### src/design/imc_pkg.sv
// Constants and types shared by the input-route and calibration control bank.
// Assumes one 250 MHz clock and an 8-bit register port with byte offsets.
package imc_pkg;

  // ----------------------------------------------------------------
  // Register offsets
  // ----------------------------------------------------------------
  localparam logic [7:0] OFF_INPUT_ROUTE_SELECT     = 8'h60;
  localparam logic [7:0] OFF_CALIBRATION_RUN_CTRL   = 8'h61;
  localparam logic [7:0] OFF_CALIBRATION_MODE_CFG   = 8'h62;
  localparam logic [7:0] OFF_IDLE_CORE_CONFIG       = 8'h64;
  localparam logic [7:0] OFF_CALIBRATION_AVERAGING  = 8'h68;
  localparam logic [7:0] OFF_CALIBRATION_STATE_STAT = 8'h70;

  // ----------------------------------------------------------------
  // Reset values
  // ----------------------------------------------------------------
  localparam logic [7:0] RST_INPUT_ROUTE_SELECT    = 8'h01;
  localparam logic [7:0] RST_CALIBRATION_RUN_CTRL  = 8'h01;
  localparam logic [7:0] RST_CALIBRATION_MODE_CFG  = 8'h01;
  localparam logic [7:0] RST_IDLE_CORE_CONFIG      = 8'h02;
  localparam logic [7:0] RST_CALIBRATION_AVERAGING = 8'h61;
  localparam logic [7:0] RST_READ_DATA             = 8'h00;

  // ----------------------------------------------------------------
  // Field positions
  // ----------------------------------------------------------------
  localparam int unsigned POS_SINGLE_SEL_LO = 0;
  localparam int unsigned POS_DUAL_SWAP     = 4;
  localparam int unsigned POS_RUN_ENABLE    = 0;
  localparam int unsigned POS_FG_SELECT     = 0;
  localparam int unsigned POS_BG_ENABLE     = 1;
  localparam int unsigned POS_FG_OFFSET     = 2;
  localparam int unsigned POS_BG_OFFSET     = 3;
  localparam int unsigned POS_IDLE_CORE_LO  = 0;
  localparam int unsigned POS_LIN_AVG_LO    = 0;
  localparam int unsigned POS_OS_AVG_LO     = 4;

  // ----------------------------------------------------------------
  // Encodings
  // ----------------------------------------------------------------
  localparam logic [1:0] SEL_RESERVED  = 2'h0;
  localparam logic [1:0] SEL_INPUT_A   = 2'h1;
  localparam logic [1:0] SEL_INPUT_B   = 2'h2;
  localparam logic [1:0] SEL_DUAL_DES  = 2'h3;
  localparam logic [1:0] CORE_RESERVED = 2'h3;
  localparam logic       SRC_INPUT_A   = 1'b0;
  localparam logic       SRC_INPUT_B   = 1'b1;

  typedef enum logic [1:0] {
    CAL_HELD    = 2'b00,
    CAL_CLEAR   = 2'b01,
    CAL_FORE    = 2'b10,
    CAL_RUNNING = 2'b11
  } imc_cal_state_t;

endpackage

### src/design/imc_route_if.sv
// Carries the applied route setting to the route decoder and its result back.
// Assumes both ends sit on the same clock.
interface imc_route_if;
  logic       single_mode;
  logic       dual_swap;
  logic [1:0] single_sel;
  logic       chan_a_src;
  logic       chan_b_src;
  logic       route_valid;

  modport ctrl (output single_mode, output dual_swap, output single_sel,
                input chan_a_src, input chan_b_src, input route_valid);
  modport dec  (input single_mode, input dual_swap, input single_sel,
                output chan_a_src, output chan_b_src, output route_valid);
endinterface

### src/design/imc_ctrl.sv
// Register bank for analog input routing and calibration engine control.
// Assumes same-clock control inputs from the link and calibration logic.
// ----------------------------------------------------------------
// Notes on behaviour
// Dual mode: swap bit crosses input routing
// Swap ignored in single-channel link formats
// Single select: 1 input A, 2 input B
// Single select 3: channel A/A, channel B/B
// Single select ignored in dual-channel formats
// Mux change applies only when calibration runs
// Run enable low holds calibration in reset
// Run enable low resets processing clock dividers
// Software clears run enable before calibration edits
// Software sets run enable before link enable
// Software clears link enable before run enable
// Background offset needs background calibration enabled
// Foreground offset needs foreground calibration selected
// Background enable bit turns on background calibration
// Calibration clears values, then optional foreground
// Idle-core select picks disabled core, substitution
// Software changes idle core only link disabled
// Reserved bits read back, no effect
module imc_ctrl (
  input  wire logic       sys_clk_in,
  input  wire logic       sys_rst_in,
  input  wire logic [7:0] reg_addr_in,
  input  wire logic [7:0] reg_wdata_in,
  input  wire logic       reg_wr_in,
  input  wire logic       reg_rd_in,
  output logic      [7:0] reg_rdata_out,
  input  wire logic       link_format_single_in,
  input  wire logic       serial_link_enable_in,
  input  wire logic       fg_cal_done_in,
  output logic            cal_run_out,
  output logic            cal_values_clear_out,
  output logic            fg_cal_active_out,
  output logic            fg_offset_active_out,
  output logic            bg_cal_active_out,
  output logic            bg_offset_active_out,
  output logic            fg_done_out,
  output logic            divider_reset_out,
  output logic            chan_a_src_out,
  output logic            chan_b_src_out,
  output logic            core_idle_en_out,
  output logic      [1:0] core_idle_sel_out,
  output logic            core1_substitute_out,
  output logic      [2:0] lin_avg_out,
  output logic      [2:0] os_avg_out
);
  import imc_pkg::*;

  // ----------------------------------------------------------------
  // Software-visible registers
  // ----------------------------------------------------------------
  logic [7:0]     input_route_select;
  logic [7:0]     calibration_run_control;
  logic [7:0]     calibration_mode_config;
  logic [7:0]     idle_core_config;
  logic [7:0]     calibration_averaging;

  imc_cal_state_t cal_state;
  imc_cal_state_t next_cal_state;
  logic           fg_done;
  logic           applied_swap;
  logic [1:0]     applied_single_sel;
  logic [1:0]     applied_idle_core;

  imc_route_if route ();

  // ----------------------------------------------------------------
  // Address decode
  // ----------------------------------------------------------------
  wire hit_route = (reg_addr_in == OFF_INPUT_ROUTE_SELECT);
  wire hit_run   = (reg_addr_in == OFF_CALIBRATION_RUN_CTRL);
  wire hit_mode  = (reg_addr_in == OFF_CALIBRATION_MODE_CFG);
  wire hit_idle  = (reg_addr_in == OFF_IDLE_CORE_CONFIG);
  wire hit_avg   = (reg_addr_in == OFF_CALIBRATION_AVERAGING);
  wire hit_stat  = (reg_addr_in == OFF_CALIBRATION_STATE_STAT);

  wire run_enable = calibration_run_control[POS_RUN_ENABLE];
  wire fg_select  = calibration_mode_config[POS_FG_SELECT];
  wire bg_enable  = calibration_mode_config[POS_BG_ENABLE];
  wire fg_offset  = calibration_mode_config[POS_FG_OFFSET];
  wire bg_offset  = calibration_mode_config[POS_BG_OFFSET];

  wire [7:0] status_word = {serial_link_enable_in, route.route_valid, applied_swap,
                            applied_single_sel, fg_done, cal_state};

  logic [7:0] read_mux;
  always_comb begin
    if (hit_route) begin
      read_mux = input_route_select;
    end else if (hit_run) begin
      read_mux = calibration_run_control;
    end else if (hit_mode) begin
      read_mux = calibration_mode_config;
    end else if (hit_idle) begin
      read_mux = idle_core_config;
    end else if (hit_avg) begin
      read_mux = calibration_averaging;
    end else if (hit_stat) begin
      read_mux = status_word;
    end else begin
      read_mux = RST_READ_DATA;
    end
  end

  // ----------------------------------------------------------------
  // Register writes
  // ----------------------------------------------------------------
  // Full bytes are stored so reserved bits read back
  always_ff @(posedge sys_clk_in) begin
    if (sys_rst_in) begin
      input_route_select      <= RST_INPUT_ROUTE_SELECT;
      calibration_run_control <= RST_CALIBRATION_RUN_CTRL;
      calibration_mode_config <= RST_CALIBRATION_MODE_CFG;
      idle_core_config        <= RST_IDLE_CORE_CONFIG;
      calibration_averaging   <= RST_CALIBRATION_AVERAGING;
    end else if (reg_wr_in) begin
      if (hit_route) input_route_select <= reg_wdata_in;
      if (hit_run)   calibration_run_control <= reg_wdata_in;
      if (hit_mode)  calibration_mode_config <= reg_wdata_in;
      if (hit_idle)  idle_core_config <= reg_wdata_in;
      if (hit_avg)   calibration_averaging <= reg_wdata_in;
    end
  end

  // Read data stands only in the cycle after the strobe
  always_ff @(posedge sys_clk_in) begin
    if (sys_rst_in) begin
      reg_rdata_out <= RST_READ_DATA;
    end else begin
      reg_rdata_out <= reg_rd_in ? read_mux : RST_READ_DATA;
    end
  end

  // ----------------------------------------------------------------
  // Calibration sequencer
  // ----------------------------------------------------------------
  // Held while run enable is low; a run clears values first
  // and then runs or skips foreground
  always_comb begin
    next_cal_state = cal_state;
    case (cal_state)
      CAL_HELD: begin
        if (run_enable) next_cal_state = CAL_CLEAR;
      end
      CAL_CLEAR: begin
        next_cal_state = fg_select ? CAL_FORE : CAL_RUNNING;
      end
      CAL_FORE: begin
        if (fg_cal_done_in) next_cal_state = CAL_RUNNING;
      end
      default: begin
        next_cal_state = CAL_RUNNING;
      end
    endcase
    if (!run_enable) next_cal_state = CAL_HELD;
  end

  wire fg_finished = (cal_state == CAL_FORE && fg_cal_done_in) ||
                     (cal_state == CAL_CLEAR && !fg_select);

  always_ff @(posedge sys_clk_in) begin
    if (sys_rst_in) begin
      cal_state <= CAL_HELD;
      fg_done   <= 1'b0;
    end else begin
      cal_state <= next_cal_state;
      if (!run_enable || cal_state == CAL_HELD) begin
        fg_done <= 1'b0;
      end else if (fg_finished) begin
        fg_done <= 1'b1;
      end
    end
  end

  // ----------------------------------------------------------------
  // Applied route and idle core
  // ----------------------------------------------------------------
  // Taken only as a calibration begins, so a mux edit waits for a run
  // and only a link format change moves the channels mid-calibration
  wire capture = (cal_state == CAL_CLEAR);

  always_ff @(posedge sys_clk_in) begin
    if (sys_rst_in) begin
      applied_swap       <= RST_INPUT_ROUTE_SELECT[POS_DUAL_SWAP];
      applied_single_sel <= RST_INPUT_ROUTE_SELECT[POS_SINGLE_SEL_LO +: 2];
      applied_idle_core  <= RST_IDLE_CORE_CONFIG[POS_IDLE_CORE_LO +: 2];
    end else if (capture) begin
      applied_swap       <= input_route_select[POS_DUAL_SWAP];
      applied_single_sel <= input_route_select[POS_SINGLE_SEL_LO +: 2];
      applied_idle_core  <= idle_core_config[POS_IDLE_CORE_LO +: 2];
    end
  end

  assign route.single_mode = link_format_single_in;
  assign route.dual_swap   = applied_swap;
  assign route.single_sel  = applied_single_sel;

  imc_route_dec u_route_dec (
    .route (route)
  );

  // ----------------------------------------------------------------
  // Registered outputs
  // ----------------------------------------------------------------
  wire running = (cal_state == CAL_RUNNING);
  wire fore    = (cal_state == CAL_FORE);

  // Idle core only applies without background calibration
  wire idle_valid = (applied_idle_core != CORE_RESERVED) && !bg_enable;

  always_ff @(posedge sys_clk_in) begin
    if (sys_rst_in) begin
      cal_run_out          <= 1'b0;
      cal_values_clear_out <= 1'b0;
      fg_cal_active_out    <= 1'b0;
      fg_offset_active_out <= 1'b0;
      bg_cal_active_out    <= 1'b0;
      bg_offset_active_out <= 1'b0;
      fg_done_out          <= 1'b0;
      divider_reset_out    <= 1'b1;
      chan_a_src_out       <= SRC_INPUT_A;
      chan_b_src_out       <= SRC_INPUT_B;
      core_idle_en_out     <= 1'b0;
      core_idle_sel_out    <= RST_IDLE_CORE_CONFIG[POS_IDLE_CORE_LO +: 2];
      core1_substitute_out <= 1'b0;
      lin_avg_out          <= RST_CALIBRATION_AVERAGING[POS_LIN_AVG_LO +: 3];
      os_avg_out           <= RST_CALIBRATION_AVERAGING[POS_OS_AVG_LO +: 3];
    end else begin
      cal_run_out          <= run_enable;
      cal_values_clear_out <= capture;
      fg_cal_active_out    <= fore;
      fg_offset_active_out <= fore && fg_select && fg_offset;
      bg_cal_active_out    <= running && bg_enable;
      bg_offset_active_out <= running && bg_enable && bg_offset;
      fg_done_out          <= fg_done;
      divider_reset_out    <= !run_enable;
      // Reserved single select keeps the previous route
      if (route.route_valid) begin
        chan_a_src_out <= route.chan_a_src;
        chan_b_src_out <= route.chan_b_src;
      end
      core_idle_en_out     <= idle_valid;
      core_idle_sel_out    <= applied_idle_core;
      core1_substitute_out <= idle_valid && (applied_idle_core != 2'h1);
      lin_avg_out          <= calibration_averaging[POS_LIN_AVG_LO +: 3];
      os_avg_out           <= calibration_averaging[POS_OS_AVG_LO +: 3];
    end
  end

endmodule

### src/design/imc_route_dec.sv
// Decodes the applied input-route fields into a source for each channel.
// Assumes swap and select are stable copies taken when calibration starts; single_mode is live.
module imc_route_dec (
  imc_route_if.dec route
);
  import imc_pkg::*;

  wire sel_a    = (route.single_sel == SEL_INPUT_A);
  wire sel_b    = (route.single_sel == SEL_INPUT_B);
  wire sel_des  = (route.single_sel == SEL_DUAL_DES);

  // Swap only matters in dual-channel formats
  wire dual_a   = route.dual_swap ? SRC_INPUT_B : SRC_INPUT_A;
  wire dual_b   = route.dual_swap ? SRC_INPUT_A : SRC_INPUT_B;

  // Single select only matters in single-channel formats
  // Value 3 splits the cores across both inputs
  wire single_a = sel_b ? SRC_INPUT_B : SRC_INPUT_A;
  wire single_b = (sel_b | sel_des) ? SRC_INPUT_B : SRC_INPUT_A;

  assign route.chan_a_src  = route.single_mode ? single_a : dual_a;
  assign route.chan_b_src  = route.single_mode ? single_b : dual_b;
  // Reserved select value yields no valid route in single-channel formats
  assign route.route_valid = !route.single_mode | sel_a | sel_b | sel_des;

endmodule

### config.mk
export PLATFORM = sky130hd
export DESIGN_NAME = imc_ctrl
export DESIGN_NICKNAME = d
export VERILOG_FILES = /design/src/design/imc_pkg.sv /design/src/design/imc_route_if.sv /design/src/design/imc_ctrl.sv /design/src/design/imc_route_dec.sv
export SDC_FILE = /design/constraint.sdc
export NUM_CORES = 1
export LEC_CHECK = 0
export ABC_AREA = 1
export BUFFER_PORTS_ARGS = -buffer_cell sky130_fd_sc_hd__buf_4
export CAP_MARGIN = 20
export CORE_AREA = 8 8 92 94
export DETAILED_ROUTE_END_ITERATION = 6
export DIE_AREA = 0 0 100 102
export PLACE_DENSITY_LB_ADDON = 0.2
export SKIP_LAST_GASP = 1
export SYNTH_ARGS = -nofsm -noshare
export SYNTH_HDL_FRONTEND = slang
export SYNTH_SLANG_ARGS = --single-unit
### constraint.sdc
create_clock -name sys_clk_in -period 1.18 [get_ports sys_clk_in]
set_input_delay 0.236 -clock sys_clk_in [delete_from_list [all_inputs] [get_ports sys_clk_in]]
set_output_delay 0.236 -clock sys_clk_in [all_outputs]
set_load 0.005 [all_outputs]
=== Word-level counts from Yosys, hierarchy flattened ===
Index checks and enable logic that the tools add are counted.

* Div/mod/pow operators: 0
* Eq/ne operators: 15
* Bitwise operators: 6
* Shift-type cells: 0
* Multiply operators: 0
* Add/subtract/negate cells: 0
* Magnitude comparators: 0
* Mux-type cells: 15
* Reductions and logical operators: 23

{| class="wikitable"
|+ Operators by type and width
! cell !! number
|-
| $eq A8 B7 Y1 const B || 6
|-
| $mux W8 || 6
|-
| $reduce_and A2 Y1 || 5
|-
| $eq A2 B2 Y1 const B || 4
|-
| $logic_and A1 B1 Y1 || 8
|-
| $mux W1 || 7
|-
| $pmux W2 S3 || 1
|-
| $reduce_or A2 Y1 || 3
|-
| $eq A2 B1 Y1 const B || 2
|-
| $logic_not A1 Y1 || 4
|-
| $ne A2 B2 Y1 const B || 2
|-
| $or A1 B1 Y1 || 4
|-
| $logic_not A2 Y1 || 1
|-
| $logic_or A1 B1 Y1 || 2
|-
| $mux W2 || 1
|-
| $ne A2 B1 Y1 const B || 1
|-
| $not A1 Y1 || 2
|}

* Latch bits: 0
* Bits in read-only memories: 0
* Output and inout port bits: 28
* Input port bits: 23
* RAM bits: 0
* Logic and storage cells: 85
* Register bits after elaboration: 76
* Memories: 0

=== Depth between registers and ports, before layout ===
* Depth after elaboration: 10
* Depth in mapped cells: 11
* Gate-level depth less buffers: 9

=== Cells and area by module ===
From an unflattened synthesis, not the netlist that was laid out.

* Cell total of the unflattened synthesis: 402
* Area, all modules: 3090.5 um2

{| class="wikitable"
|+ By module, submodules not included
! module !! instances !! area an instance (um2) !! cells an instance
|-
| imc_ctrl || 1 || 3051.7 || 393
|-
| imc_route_dec || 1 || 38.8 || 9
|}

=== Worst setup path after synthesis ===
OpenSTA, ideal clock, no wires.

* Path type: input to register
* Start: in reg_addr_in[1]
* End: reg idle_core_config[5]
* Path slack: -0.043 ns
* Data required time: 1.064 ns
* Arrival time: 1.106 ns
* Stages: 9
* Path buffers: 1
* Path through: inv_2 nand2_4 nor2_4 nand2_4 nor2_4 inv_2 buf_6 o21ai_1 a21oi_1

* Word-level cells in the longest chain between the ends: 2

{| class="wikitable"
|+ Ends and longest elaborated chain
! element !! line !! RTL
|-
| start: declaration || imc_ctrl.sv:26 || <nowiki>input wire logic [7:0] reg_addr_in,</nowiki>
|-
| $eq A8 B7 Y1 || imc_ctrl.sv:76 || <nowiki>wire hit_idle = (reg_addr_in == OFF_IDLE_CORE_CONFIG);</nowiki>
|-
| $reduce_and A2 Y1 (no source line) || n/a ||
|-
| end signal: assignment || imc_ctrl.sv:123 || <nowiki>if (hit_idle) idle_core_config <= reg_wdata_in;</nowiki>
|-
| end: declaration || imc_ctrl.sv:58 || <nowiki>logic [7:0] idle_core_config;</nowiki>
|}

No other way between the ends.
A chain may end at the register's enable or synchronous reset.

=== Worst setup path after layout ===
* Start: in reg_addr_in[4]
* End: reg input_route_select[2]

* Word-level cells in the longest chain between the ends: 2

{| class="wikitable"
|+ Ends and longest elaborated chain
! element !! line !! RTL
|-
| $eq A8 B7 Y1 || imc_ctrl.sv:73 || <nowiki>wire hit_route = (reg_addr_in == OFF_INPUT_ROUTE_SELECT);</nowiki>
|-
| $reduce_and A2 Y1 (no source line) || n/a ||
|-
| end signal: assignment || imc_ctrl.sv:120 || <nowiki>if (hit_route) input_route_select <= reg_wdata_in;</nowiki>
|-
| end: declaration || imc_ctrl.sv:55 || <nowiki>logic [7:0] input_route_select;</nowiki>
|}

No other way between the ends.

==> results_dict.tcl <==
set metrics [dict create \
    grt_overflow_total 0 \
    wl_per_cell_um 15.23 \
    maxCapViolCount 0 \
    timing.final.max_slew_violations 0 \
    io_buffer_count 50 \
    cp_slowest_cell "nor2_4" \
    synthArstFlopShare 0 \
    dpl.hpwl_um 6274 \
    ys_warn_count 0 \
    synth-main-ff-cell "dfxtp_1" \
    clock_path_buffers 2 \
    wl_um 8863 \
    timing.final.hold_violations 0 \
    vias 2935 \
    cp_data_required_time_ps 1450 \
    vias_per_cell 5.043 \
    dieWidth_um 100 \
    crit_start "reg_addr_in[4]" \
    pin_count 51 \
    ys_top_cells_by_count "77 x nand2_1, 76 x dfxtp_1, 52 x inv_1" \
    area_delta_synth_final_pct 31.55 \
    tightest_slew_ps 298.7 \
    critPathKind "primary input to flop" \
    synth.avg_cell_area_um2 7.811 \
    clk_latency_ps 360 \
    fillCellCount 673 \
    synth_edf_count 0 \
    cellPowerDensity_nw_per_um2 1345 \
    reg2reg_from "cal_state[0]$_SDFFE_PP0P_" \
    cts_tree "done" \
    rsz0062_at_grt "yes" \
    skew_ps 11.29 \
    syn_inst 396 \
    synth_most_common_cell "nand2_1" \
    synthDistinctLibCells 34 \
    min_path_type "primary input to flop" \
    arrival_ps 1380 \
    synth_area_leaders "dfxtp_1 49%, nand2_1 9.3%, a21oi_1 6.6%, inv_1 6.3%, nand3_1 5.8%" \
    final_nets 501 \
    post_synth_instance_area_um2 3093 \
    startpoint_type "primary input" \
    holdWs_ps 118.4 \
    cp-end-kind "flop" \
    slowest_delay_ps 180 \
    path_clk_slew_ps 80 \
    syn_nets 419 \
    finalSetupViolCount 0 \
    antenna_found_initial 0 \
    min_period_ps 1101 \
    yosys.area.top_type "dfxtp_1" \
    period_share 0.9334 \
    instances_no_fill 582 \
    first_iter_violations 316 \
    fp.coreArea_um2 7059 \
    path_max_fanout 8 \
    power.leakage_nw 1.871 \
    hold_start "sys_rst_in" \
    die_h_um 102 \
    fmax_mhz 908.0 \
    status "finished, final reports clean" \
    initial_core_util 0.4381 \
    drtAntennaViolNets 0 \
    cts_root_buffer "clkbuf_8" \
    ys_ff_latch 76 \
    synth_top_cell_area_share 0.4919 \
    slew_headroom 0.8007 \
    cts_buffers 9 \
    final_layout_size_suffix_gt1_frac 0.2547 \
    route.detailed.drc 0 \
    seq_area_frac_synth 0.4919 \
    grt_pass1_vias 2823 \
    grt_max_degree 19 \
    diodes 0 \
    dp_cells 566 \
    die_area_um2 10200 \
    grt_usage 0.1817 \
    routabilityCongestion 0.8779 \
    clock_sinks 76 \
    crit_chain "buf_4, inv_1, nand2_1, nor2_4, buf_4, nand3_4, inv_4, nand2_1, a21oi_1" \
    std_cell_rows 31 \
    grt_pass1_wl_um 14210 \
    worst_ir_drop_vdd_mv 0.9951 \
    htree_levels 3 \
    firstDrtPassIters 5 \
]
## metal layers
layer  vias up  global-route usage  wire (µm)  share of wire
li1       1455                   -          -              -
met1      1359              0.2307       4051           0.46
met2       104              0.2827       4034           0.46
met3        17             0.03678        560          0.063
met4         0              0.1012        217          0.024
met5         -                   0          0              0
## flip-flops by register name, summed over array words and instances (netlist names), 3 cells and up
name / count
calibration_run_control: 8
calibration_mode_config: 8
lin_avg_out: 3
reg_rdata_out: 8
os_avg_out: 3
input_route_select: 8
idle_core_config: 8
calibration_averaging: 8
## layout make-up
cell class                      instances  area [µm²]  area share
Clock inverter                          5       100.1     0.02460
Sequential cell                        76        1523      0.3742
Clock buffer                           11       131.4     0.03229
Tap cell                               99       123.9     0.03044
Timing Repair Buffer                   82       640.6      0.1574
Inverter                               60       262.8     0.06458
Multi-Input combinational cell        249        1287      0.3164
## logic make-up (layout without fill, tap and decap cells)
| family | Yosys count | count (layout) | share of synthesized area |
|---|---|---|---|
| compound gates | 88 | 88 | 0.1578 |
| flops | 76 | 76 | 0.4919 |
| buf+inv | 71 | 158 | 0.09628 |
| simple gates | 161 | 161 | 0.2540 |
## worst max-delay path, delay by kind of cell
family	cells	cell delay, ps
AND/OR/NAND/NOR	4	470
AO/OA/AOI/OAI	1	170
buffers and inverters	4	470
## cell usage in the layout, fill, tap and decap left out, drive strengths merged
cell,count
a21oi,42
a2bb2oi,1
buf,82
bufinv,3
clkbuf,11
clkinv,4
dfxtp,76
inv,58
nand2,80
nand3,40
nand3b,1
nor2,33
nor3,4
nor4,2
o2111ai,9
o211ai,1
o21ai,35
or2,1
## power breakdown
group,internal (mW),switching [mW]
sequential,2.62,0.0296
clock,1.40,0.957
combinational,0.198,0.271
## path summary, 6_finish.rpt
path | endpoint | slack [ps] | cells after the start
worst max-delay path | input_route_select[2]$_SDFFE_PP0P_ | 80 | 9
worst min register to register | core1_substitute_out$_SDFF_PP0_ | 440 | 1
worst max register to register | applied_idle_core[1]$_SDFFE_PP1P_ | 110 | 4
worst min-delay path | core1_substitute_out$_SDFF_PP0_ | 120 | 2
## stage by stage
stage            util  total power [mW]  setup WS, ps  instance area [µm²]  TNS, ps
2_1_floorplan       -             2.908       -0.5718                 3138  -0.5718
3_3_place_gp   0.5431             3.165        -208.2                 3834    -7201
3_5_place_dp   0.5431             3.173        -244.8                 3834    -8484
4_1_cts        0.5759             5.499         48.12                 4065        0
5_1_grt        0.5764             5.645        -32.28                 4069   -32.28
6_report       0.5764             5.473         78.62                 4069        0
## timing repair
action	CTS	global route
setup endpoints to repair	0	3
hold buffers	0	0
buffers inserted	0	0
gates resized for setup	0	2
Note: power is estimated with default switching activity, not from simulation.
